--- config.mk ---
export PLATFORM = sky130hd
export DESIGN_NAME = fcs_host
export DESIGN_NICKNAME = d
export VERILOG_FILES = /design/src/include/fcs_pkg.sv /design/src/hw/fcs_host.sv
export VERILOG_INCLUDE_DIRS = /design/src /design/src/include
export SDC_FILE = /design/constraint.sdc
export NUM_CORES = 1
export LEC_CHECK = 0
export BUFFER_PORTS_ARGS = -buffer_cell sky130_fd_sc_hd__buf_2
export CELL_PAD_IN_SITES_DETAIL_PLACEMENT = 0
export CELL_PAD_IN_SITES_GLOBAL_PLACEMENT = 1
export CORE_AREA = 2 2 166 168
export DETAILED_ROUTE_END_ITERATION = 10
export DIE_AREA = 0 0 168 170
export MAX_ROUTING_LAYER = met4
export PLACE_DENSITY = 0.9
export SETUP_SLACK_MARGIN = 0.05
export SLEW_MARGIN = 15
export SYNTH_ARGS = -nofsm -noshare
export SYNTH_HDL_FRONTEND = slang
export SYNTH_SLANG_ARGS = --single-unit
--- constraint.sdc ---
create_clock -name i_clk -period 2.9 [get_ports i_clk]
set_input_delay 0.145 -clock i_clk [delete_from_list [all_inputs] [get_ports i_clk]]
set_output_delay 0.145 -clock i_clk [all_outputs]
set_load 0.03 [all_outputs]
--- src/include/fcs_regs.svh ---
// fcs_regs.svh: offsets, command codes, status bit positions and timing
// assumes a 50 MHz system clock; included by the flash controller
`ifndef FCS_REGS_SVH
`define FCS_REGS_SVH

// register byte offsets on the avalon slave
`define FCS_REG_CTRL    8'h00
`define FCS_REG_ADDR    8'h04
`define FCS_REG_WDATA   8'h08
`define FCS_REG_COUNT   8'h0C
`define FCS_REG_STATUS  8'h10
`define FCS_REG_RDATA   8'h14
`define FCS_REG_BUF     8'h20
`define FCS_OP_LAST     4'h9

// command codes sent on the flash data lines
`define FCS_CMD_READ_ARRAY   16'h00FF
`define FCS_CMD_READ_STATUS  16'h0070
`define FCS_CMD_CLEAR_STATUS 16'h0050
`define FCS_CMD_BLK_ERASE    16'h0020
`define FCS_CMD_BANK_ERASE   16'h0030
`define FCS_CMD_WORD_WRITE   16'h0040
`define FCS_CMD_BUF_WRITE    16'h00E8
`define FCS_CMD_CONFIRM      16'h00D0
`define FCS_CMD_SUSPEND      16'h00B0
`define FCS_CMD_LOCK_SETUP   16'h0060
`define FCS_CMD_LOCK_CONFIRM 16'h0001

// op_status_reg and buffer_status_reg bit positions
`define FCS_SR_READY     7
`define FCS_SR_ERASE_ERR 5
`define FCS_SR_WRITE_ERR 4
`define FCS_SR_SUSPENDED 2
`define FCS_XSR_AVAIL    7
`define FCS_SR_ERR_MASK  8'h3A
`define FCS_SR_RESET     8'h80

// bus timing, figures in ns, counts rounded up
`define FCS_CLK_NS 20
`define FCS_T_WE_NS 60
`define FCS_T_RD_NS 100
`define FCS_WE_CYC ((`FCS_T_WE_NS + `FCS_CLK_NS - 1) / `FCS_CLK_NS)
`define FCS_RD_CYC ((`FCS_T_RD_NS + `FCS_CLK_NS - 1) / `FCS_CLK_NS)

`endif

--- src/include/fcs_pkg.sv ---
// fcs_pkg: operation codes, sequencer states and the flash pin bundle
// assumes nothing beyond a SystemVerilog compiler
`default_nettype none
package fcs_pkg;
    typedef enum logic [3:0] {
        FCS_OP_READ_ARRAY  = 4'h0, FCS_OP_READ_STATUS = 4'h1,
        FCS_OP_CLEAR       = 4'h2, FCS_OP_BLK_ERASE   = 4'h3,
        FCS_OP_BANK_ERASE  = 4'h4, FCS_OP_WORD_WRITE  = 4'h5,
        FCS_OP_BUF_WRITE   = 4'h6, FCS_OP_LOCK_SET    = 4'h7,
        FCS_OP_SUSPEND     = 4'h8, FCS_OP_RESUME      = 4'h9
    } fcs_op_e;
    typedef enum logic [3:0] {
        FCS_ST_IDLE  = 4'h0, FCS_ST_PRE70  = 4'h1, FCS_ST_PREPOLL = 4'h2,
        FCS_ST_SETUP = 4'h3, FCS_ST_READ   = 4'h4, FCS_ST_XREAD   = 4'h5,
        FCS_ST_COUNT = 4'h6, FCS_ST_BUFDAT = 4'h7, FCS_ST_CONFIRM = 4'h8,
        FCS_ST_POLL  = 4'h9, FCS_ST_CLR    = 4'hA, FCS_ST_FINAL   = 4'hB
    } fcs_state_e;
    typedef struct packed {
        logic [20:0] addr;
        logic [15:0] dq;
        logic        dq_oe;
        logic        ce_b;
        logic        we_b;
        logic        oe_b;
        logic        rp_b;
    } fcs_pins_s;
endpackage
`default_nettype wire

--- src/hw/fcs_host.sv ---
// fcs_host: host controller that sequences commands into a parallel flash
// assumes a flash on the pin bundle and software on avalon-mm
//
// Functional notes
// - poll status ready bit before each new operation and after confirm.
// - block erase is 20H then D0H, both inside the block.
// - bank erase is 30H then D0H anywhere; failure in bit 5.
// - error bits stay set until the clear-status command.
// - word write is 40H or 10H then data, same location.
// - after the last operation write FFH to return to array read; read status, clear and resume end here without FFH.
// - buffered write starts with E8H; proceed when buffer bit 7 set.
// - write count minus one on low eight data lines.
// - then buffer words and D0H; programming starts at start address.
// - aborted buffered write flags sequence error; host clears status.
// - aligning buffered start address to buffer boundary is advised.
// - mask buffer status bits 6 to 0 when polling.
// - B0H suspends a write; status bit 2 shows suspended or done.
// - while suspended read array via FFH; D0H resumes.
// - lock bit set is 60H then 01H at the block address.
`include "fcs_regs.svh"
`timescale 1ns/1ps
`default_nettype none

module fcs_host (
    // clock and reset
    input  wire logic              i_clk,
    input  wire logic              i_rst_b,
    // avalon-mm slave
    input  wire logic [7:0]        i_avs_address,
    input  wire logic              i_avs_read,
    input  wire logic              i_avs_write,
    input  wire logic [31:0]       i_avs_writedata,
    input  wire logic [3:0]        i_avs_byteenable,
    output var  logic [31:0]       o_avs_readdata,
    output var  logic              o_avs_waitrequest,
    // flash pins
    input  wire logic [15:0]       i_fl_dq,
    output var  fcs_pkg::fcs_pins_s o_fl
);
    import fcs_pkg::*;

    ////////////////////////////////////////////////////////////////////////
    // declarations
    fcs_state_e  state;
    fcs_state_e  next_state;
    fcs_op_e     op;
    logic [3:0]  tcnt;
    logic [3:0]  step_len;
    logic        step_end;
    logic        is_rd;
    logic [15:0] cur_code;
    logic [20:0] cur_addr;
    logic [15:0] rd_s1;
    logic [15:0] rd_s2;
    logic [20:0] addr_reg;
    logic [15:0] wdata;
    logic [1:0]  cnt;
    logic [1:0]  idx;
    logic [15:0] buf_mem [4];
    logic [7:0]  sr_snap;
    logic [7:0]  sr_err;
    logic        xsr_avail;
    logic [15:0] rdata;
    logic        acc_wr;
    logic        start;
    logic [31:0] view;
    logic [31:0] merged;
    logic        seq_err;

    // per-lane write merge for every writable register except ctrl
    function automatic logic [31:0] be_merge(input logic [31:0] old,
                                             input logic [31:0] nw,
                                             input logic [3:0]  be);
        logic [31:0] r;
        r = old;
        for (int i = 0; i < 4; i++)
        begin
            if (be[i])
                r[8*i +: 8] = nw[8*i +: 8];
        end
        return r;
    endfunction

    ////////////////////////////////////////////////////////////////////////
    // avalon slave: fixed one-cycle wait, then answer
    assign acc_wr = i_avs_write && !o_avs_waitrequest;
    assign start  = acc_wr && i_avs_address == `FCS_REG_CTRL
                    && state == FCS_ST_IDLE && i_avs_byteenable[0]
                    && i_avs_writedata[3:0] <= `FCS_OP_LAST;
    assign seq_err = sr_snap[`FCS_SR_ERASE_ERR] & sr_snap[`FCS_SR_WRITE_ERR];

    // register view for reads and merges
    always_comb
    begin
        view = 32'h0;
        case (i_avs_address)
            `FCS_REG_CTRL:   view = {28'h0, op};
            `FCS_REG_ADDR:   view = {11'h0, addr_reg};
            `FCS_REG_WDATA:  view = {16'h0, wdata};
            `FCS_REG_COUNT:  view = {30'h0, cnt};
            `FCS_REG_STATUS: view = {20'h0, xsr_avail, seq_err,
                                     state != FCS_ST_IDLE,
                                     sr_snap[`FCS_SR_SUSPENDED], sr_err | {
                                     sr_snap[7:6], 1'b0, 1'b0, 1'b0,
                                     sr_snap[2], 2'b00}};
            `FCS_REG_RDATA:  view = {16'h0, rdata};
            default:
            begin
                // every aligned word of the buffer window
                if ({i_avs_address[7:4], 4'h0} == `FCS_REG_BUF
                    && i_avs_address[1:0] == 2'b00)
                    view = {16'h0, buf_mem[i_avs_address[3:2]]};
            end
        endcase
    end
    assign merged = be_merge(view, i_avs_writedata, i_avs_byteenable);

    // waitrequest and read data
    always_ff @(posedge i_clk or negedge i_rst_b)
    begin
        if (!i_rst_b)
        begin
            o_avs_waitrequest <= 1'b1;
            o_avs_readdata    <= 32'h0;
        end
        else
        begin
            o_avs_waitrequest <= !((i_avs_read || i_avs_write)
                                   && o_avs_waitrequest);
            if (i_avs_read && o_avs_waitrequest)
                o_avs_readdata <= view;
        end
    end

    // software-written registers
    always_ff @(posedge i_clk or negedge i_rst_b)
    begin
        if (!i_rst_b)
        begin
            op       <= FCS_OP_READ_ARRAY;
            addr_reg <= 21'h0;
            wdata    <= 16'h0;
            cnt      <= 2'h0;
            for (int i = 0; i < 4; i++)
                buf_mem[i] <= 16'h0;
        end
        else if (acc_wr)
        begin
            if (start)
                op <= fcs_op_e'(i_avs_writedata[3:0]);
            if (i_avs_address == `FCS_REG_ADDR)
                addr_reg <= merged[20:0];
            if (i_avs_address == `FCS_REG_WDATA)
                wdata <= merged[15:0];
            if (i_avs_address == `FCS_REG_COUNT)
                cnt <= merged[1:0];
            if ({i_avs_address[7:4], 4'h0} == `FCS_REG_BUF
                && i_avs_address[1:0] == 2'b00)
                buf_mem[i_avs_address[3:2]] <= merged[15:0];
        end
    end

    ////////////////////////////////////////////////////////////////////////
    // step decode: what the current state puts on the flash bus
    always_comb
    begin
        is_rd    = 1'b0;
        cur_code = `FCS_CMD_READ_ARRAY;
        cur_addr = addr_reg;
        case (state)
            FCS_ST_PRE70:   cur_code = `FCS_CMD_READ_STATUS;
            FCS_ST_PREPOLL, FCS_ST_READ, FCS_ST_XREAD, FCS_ST_POLL:
                is_rd = 1'b1;
            FCS_ST_SETUP:
            begin
                case (op)
                    FCS_OP_READ_STATUS: cur_code = `FCS_CMD_READ_STATUS;
                    FCS_OP_CLEAR:       cur_code = `FCS_CMD_CLEAR_STATUS;
                    FCS_OP_BLK_ERASE:   cur_code = `FCS_CMD_BLK_ERASE;
                    FCS_OP_BANK_ERASE:  cur_code = `FCS_CMD_BANK_ERASE;
                    FCS_OP_WORD_WRITE:  cur_code = `FCS_CMD_WORD_WRITE;
                    FCS_OP_BUF_WRITE:   cur_code = `FCS_CMD_BUF_WRITE;
                    FCS_OP_LOCK_SET:    cur_code = `FCS_CMD_LOCK_SETUP;
                    FCS_OP_SUSPEND:     cur_code = `FCS_CMD_SUSPEND;
                    FCS_OP_RESUME:      cur_code = `FCS_CMD_CONFIRM;
                    default:            cur_code = `FCS_CMD_READ_ARRAY;
                endcase
            end
            FCS_ST_COUNT:   cur_code = {14'h0, cnt};
            FCS_ST_BUFDAT:
            begin
                cur_code = buf_mem[idx];
                cur_addr = addr_reg + {19'h0, idx};
            end
            FCS_ST_CONFIRM:
            begin
                case (op)
                    FCS_OP_WORD_WRITE: cur_code = wdata;
                    FCS_OP_LOCK_SET:   cur_code = `FCS_CMD_LOCK_CONFIRM;
                    default:           cur_code = `FCS_CMD_CONFIRM;
                endcase
            end
            FCS_ST_CLR:     cur_code = `FCS_CMD_CLEAR_STATUS;
            default:        cur_code = `FCS_CMD_READ_ARRAY;
        endcase
        step_len = is_rd ? 4'(`FCS_RD_CYC + 2) : 4'(`FCS_WE_CYC + 2);
    end
    assign step_end = state != FCS_ST_IDLE && tcnt == step_len;

    ////////////////////////////////////////////////////////////////////////
    // sequencer next state
    always_comb
    begin
        next_state = state;
        case (state)
            FCS_ST_IDLE:
                if (start)
                    next_state = FCS_ST_PRE70;
            FCS_ST_PRE70:
                if (step_end)
                    next_state = FCS_ST_PREPOLL;
            FCS_ST_PREPOLL:
                if (step_end && rd_s2[`FCS_SR_READY])
                    next_state = FCS_ST_SETUP;
            FCS_ST_SETUP:
            begin
                if (step_end)
                begin
                    case (op)
                        FCS_OP_READ_ARRAY, FCS_OP_READ_STATUS:
                            next_state = FCS_ST_READ;
                        FCS_OP_CLEAR, FCS_OP_RESUME:
                            next_state = FCS_ST_IDLE;
                        FCS_OP_BUF_WRITE: next_state = FCS_ST_XREAD;
                        FCS_OP_SUSPEND:   next_state = FCS_ST_POLL;
                        default:          next_state = FCS_ST_CONFIRM;
                    endcase
                end
            end
            FCS_ST_READ:
                if (step_end)
                    next_state = FCS_ST_IDLE;
            FCS_ST_XREAD:
                if (step_end)
                    next_state = rd_s2[`FCS_XSR_AVAIL] ? FCS_ST_COUNT
                                                       : FCS_ST_SETUP;
            FCS_ST_COUNT:
                if (step_end)
                    next_state = FCS_ST_BUFDAT;
            FCS_ST_BUFDAT:
                if (step_end && idx == cnt)
                    next_state = FCS_ST_CONFIRM;
            FCS_ST_CONFIRM:
                if (step_end)
                    next_state = FCS_ST_POLL;
            FCS_ST_POLL:
            begin
                if (step_end && rd_s2[`FCS_SR_READY])
                    next_state = (op == FCS_OP_BUF_WRITE
                                  && rd_s2[5] && rd_s2[4])
                                 ? FCS_ST_CLR : FCS_ST_FINAL;
            end
            FCS_ST_CLR:
                if (step_end)
                    next_state = FCS_ST_FINAL;
            FCS_ST_FINAL:
                if (step_end)
                    next_state = FCS_ST_IDLE;
            default:
                next_state = FCS_ST_IDLE;
        endcase
    end

    // state, step timer and buffer index
    always_ff @(posedge i_clk or negedge i_rst_b)
    begin
        if (!i_rst_b)
        begin
            state <= FCS_ST_IDLE;
            tcnt  <= 4'h0;
            idx   <= 2'h0;
        end
        else
        begin
            state <= next_state;
            tcnt  <= (state == FCS_ST_IDLE || step_end) ? 4'h0
                                                        : tcnt + 4'h1;
            if (state == FCS_ST_COUNT)
                idx <= 2'h0;
            else if (state == FCS_ST_BUFDAT && step_end)
                idx <= idx + 2'h1;
        end
    end

    ////////////////////////////////////////////////////////////////////////
    // read data synchroniser, two stages
    always_ff @(posedge i_clk or negedge i_rst_b)
    begin
        if (!i_rst_b)
        begin
            rd_s1 <= 16'h0;
            rd_s2 <= 16'h0;
        end
        else
        begin
            rd_s1 <= i_fl_dq;
            rd_s2 <= rd_s1;
        end
    end

    // status capture; error bits sticky until a clear
    always_ff @(posedge i_clk or negedge i_rst_b)
    begin
        if (!i_rst_b)
        begin
            sr_snap   <= `FCS_SR_RESET;
            sr_err    <= 8'h0;
            xsr_avail <= 1'b0;
            rdata     <= 16'h0;
        end
        else if (step_end)
        begin
            if (state == FCS_ST_POLL && rd_s2[`FCS_SR_READY])
            begin
                sr_snap <= rd_s2[7:0];
                sr_err  <= sr_err | (rd_s2[7:0] & `FCS_SR_ERR_MASK);
            end
            if (state == FCS_ST_SETUP && op == FCS_OP_CLEAR)
            begin
                sr_err  <= 8'h0;
                sr_snap <= `FCS_SR_RESET;
            end
            if (state == FCS_ST_XREAD)
                xsr_avail <= rd_s2[`FCS_XSR_AVAIL];
            if (state == FCS_ST_READ)
                rdata <= rd_s2;
        end
    end

    ////////////////////////////////////////////////////////////////////////
    // flash pin drive; reset pin held low during our reset
    always_ff @(posedge i_clk or negedge i_rst_b)
    begin
        if (!i_rst_b)
            o_fl <= '{addr: 21'h0, dq: 16'h0, dq_oe: 1'b0, ce_b: 1'b1,
                      we_b: 1'b1, oe_b: 1'b1, rp_b: 1'b0};
        else
        begin
            o_fl.rp_b <= 1'b1;
            if (state != FCS_ST_IDLE && tcnt == 4'h0)
            begin
                o_fl.ce_b  <= 1'b0;
                o_fl.addr  <= cur_addr;
                o_fl.dq    <= cur_code;
                o_fl.dq_oe <= !is_rd;
                o_fl.oe_b  <= !is_rd;
            end
            if (!is_rd && tcnt == 4'h1)
                o_fl.we_b <= 1'b0;
            if (!is_rd && tcnt == 4'(`FCS_WE_CYC + 1))
                o_fl.we_b <= 1'b1;
            if (step_end)
            begin
                o_fl.ce_b  <= 1'b1;
                o_fl.oe_b  <= 1'b1;
                o_fl.dq_oe <= 1'b0;
            end
        end
    end
endmodule // fcs_host

`default_nettype wire

==> impl_metrics.py <==
metrics = {
    "clocking": {
        "cts_resized": 0,
        "cts-buffers-inserted": 26,
        "insertion_delay_ns": 0.56,
        "htreeDepth": 1,
        "cts_tree": "yes",
        "root_buffer": "clkbuf_16",
        "clk_pin_slew_ns": 0.07,
        "cts_buffer_depth": 3,
        "clock-sinks": 239,
    },
    "logic_synthesis": {
        "synthCells": 1166,
        "synth_top_area_frac": 0.491,
        "async_reset_ff_frac": 1.00,
        "synthTopCellsByArea": "dfrtp_1 (49%), mux4_2 (6.2%), nor2_1 (4.1%)",
        "synth.top_cells.by_count": "dfrtp_1 (234), nor2_1 (131), nand2_1 (128), a21oi_1 (75), o21ai_0 (63)",
        "syn_area_mm2": 0.0119,
        "ys_seq_area_frac": 0.502,
        "synth_edf_count": 0,
        "synth_seq_cells": 239,
        "synth_top_flop_cell": "dfrtp_1",
        "ys_types": 76,
        "synth_area_per_cell_um2": 10.2,
        "ys.warnings.count": 0,
        "synth_most_common_cell": "dfrtp_1",
        "yosys.area.top_type": "dfrtp_1",
    },
    "final_layout": {
        "nets": 1404,
        "fillers": 2319,
        "layout-drive-gt1-share": 0.235,
        "reg_top3": "buf_mem (64), o_fl (42)",
        "syn_to_final_growth_pct": 20.6,
        "largest_reg_flops": 64,
        "top_register": "buf_mem",
        "antenna_cells": 0,
    },
    "sta": {
        "clock.fmax_mhz": 419,
        "finalSetupTns_ns": 0,
        "finalCritPeriodShare": 0.822,
        "setup_ws_ns": 0.515,
        "worst_slew_pin_slew_ns": 0.853,
        "slew_violations": 0,
        "setup_viol": 0,
        "rsz0062_at_grt": "false",
        "hold_viol_final": 0,
        "maxSlewHeadroom": 0.431,
        "skew_ns": 0.0369,
        "layout_min_cycle_time_ns": 2.38,
    },
    "worst_setup_path": {
        "crit_path_end_kind": "register",
        "worst_setup_path_start_kind": "register",
        "critPathKind": "register to register",
        "required_ns": 3.32,
        "path_max_fanout": 15,
        "worstPathArrival_ns": 2.81,
    },
    "route": {
        "drt_iter0_markers": 1229,
        "dr_wl_met3_um": 3030,
        "wl_met1_um": 14800,
        "drc": 0,
        "routedWlPerCell_um": 21.7,
        "routed_via_density": 6.03,
        "totalWireLength_um": 36900,
        "drtPass1Iterations": 5,
        "dr_wl_met2_um": 17200,
        "route.antenna.remaining_nets": 0,
        "vias": 10200,
        "dr.max_layer_used": "met4",
    },
    "floorplan": {
        "die_height_um": 170,
        "io_pins": 139,
        "die_w_um": 168,
        "dieArea_mm2": 0.0286,
        "row_count": 60,
        "core_area_mm2": 0.0267,
        "start_util": 0.448,
    },
    "outcome": {
        "outcome": "finished clean",
    },
    "global_routing": {
        "grt_pass1_wl_um": 57800,
        "grt_pass1_vias": 10100,
        "grt_start_max_net_pins": 65,
        "antenna_found_initial": 0,
        "gr-usage-all-layers": 0.270,
        "grt.overflow.total": 0,
    },
    "place": {
        "portBuffers": 115,
        "place_hpwl_um": 25800,
        "dpl_worst_slack_ns": 0.403,
        "gp_congestion": 0.934,
    },
    "job": {
        "drv_cap": 0,
    },
    "power_and_ir_drop": {
        "total_power_mw": 8.03,
        "p_per_area_mw_per_mm2": 558,
        "vdd_drop_max_uv": 558,
        "cellLeakagePower_nw": 6.44,
    },
    "worst_hold_path": {
        "hp-class": "input port to register",
    },
}
## power by group
part	total, mW	internal, mW	switching [mW]
clock network	3.44	2.02	1.43
registers	3.65	3.52	0.127
logic	0.940	0.317	0.623
total	8.03	5.85	2.18
## area by class of cell
class / instances / area [µm²] / share of cell area
clock buffers: 36 / 758 / 0.0527
multi-input cells: 827 / 5510 / 0.383
well taps: 341 / 427 / 0.0297
clock inverters: 12 / 145 / 0.0101
flip-flops and latches: 239 / 5990 / 0.416
inverters: 23 / 86.3 / 0.00600
repair buffers: 217 / 1480 / 0.103
## final timing paths
kind / from / to / slack (ns) / cells past startpoint
worst max-delay path: state[1] / sr_snap[2] / 0.52 / 7
max in group asynchronous: i_rst_b / buf_mem[16] / 1.93 / 3
worst max register to register: state[1] / sr_snap[2] / 0.52 / 7
worst min register to register: rd_s1[6] / rd_s2[6] / 0.35 / 0
worst min-delay path: i_avs_writedata[6] / wdata[6] / 0.06 / 3
min in group asynchronous: i_rst_b / o_fl[19] / 0.12 / 2
## timing repair
item	CTS	global route
hold endpoints to repair	134	0
setup buffers	0	0
hold buffers	36	0
## cell usage in the layout, fill, tap and decap left out, drive strengths merged, types with 5 or more instances in the layout
| cell | Yosys | routed |
|---|---|---|
| nand4 | 11 | 11 |
| a21oi | 75 | 75 |
| clkbuf | 44 | 36 |
| clkinv | 1 | 7 |
| nor2 | 132 | 132 |
| a31oi | 15 | 15 |
| o22ai | 5 | 5 |
| nor3b | 6 | 6 |
| and2 | 14 | 14 |
| mux2i | 13 | 13 |
| a211oi | 8 | 8 |
| a22o | 15 | 15 |
| nand3b | 11 | 11 |
| xor2 | 13 | 13 |
| nand3 | 28 | 28 |
| dfstp | 5 | 5 |
| xnor2 | 10 | 10 |
| a221oi | 21 | 21 |
| dlygate4sd3 | 0 | 36 |
| nand2b | 8 | 8 |
| mux2 | 37 | 37 |
| ha | 5 | 5 |
| nor3 | 24 | 24 |
| and3 | 15 | 15 |
| dfrtp | 234 | 234 |
| o21ai | 64 | 64 |
| a22oi | 9 | 9 |
| nor2b | 17 | 17 |
| inv | 22 | 22 |
| nand2 | 129 | 129 |
| mux4 | 33 | 33 |
| o31ai | 16 | 16 |
| buf | 43 | 181 |
| conb | 2 | 12 |
| nor4 | 17 | 17 |
## critical path, cell delays in order (launching register included)
cell and delay (ns):
dfrtp_1 0.66, buf_4 0.24, nor2b_1 0.21, nand3_1 0.27, nor4_1 0.31, buf_4 0.20
o21ai_1 0.16, a22o_1 0.21
## routing by layer
layer | track usage | up-vias
li1 | - | 4552
met1 | 0.350 | 5010
met2 | 0.425 | 542
met3 | 0.0405 | 116
met4 | 0.116 | 0
met5 | - | -
## kinds of logic after synthesis
| logic type | after synthesis | synth area share |
|---|---|---|
| AO/OA/AOI/OAI | 271 | 0.148 |
| AND/OR/NAND/NOR | 432 | 0.176 |
| buffers and inverters | 110 | 0.0414 |
| flip-flops | 239 | 0.502 |
| multiplexers | 83 | 0.108 |
| adder cells (fa/ha/maj) | 6 | 0.00692 |
| XOR/XNOR | 23 | 0.0169 |
| other | 2 | 0.000629 |
## metrics by stage
stage / util / area (µm²) / hold WS [ns] / cells
6_report: 0.540 / 14400 / 0.0619 / 1695
3_3_place_gp: 0.492 / 13100 / 0.116 / 1611
5_1_grt: 0.540 / 14400 / 0.0666 / 1695
4_1_cts: 0.540 / 14400 / 0.00828 / 1695
2_1_floorplan: - / 12000 / -0.151 / 1176
3_5_place_dp: 0.492 / 13100 / 0.111 / 1611
No activity file was read; power rests on OpenSTA's default activity.
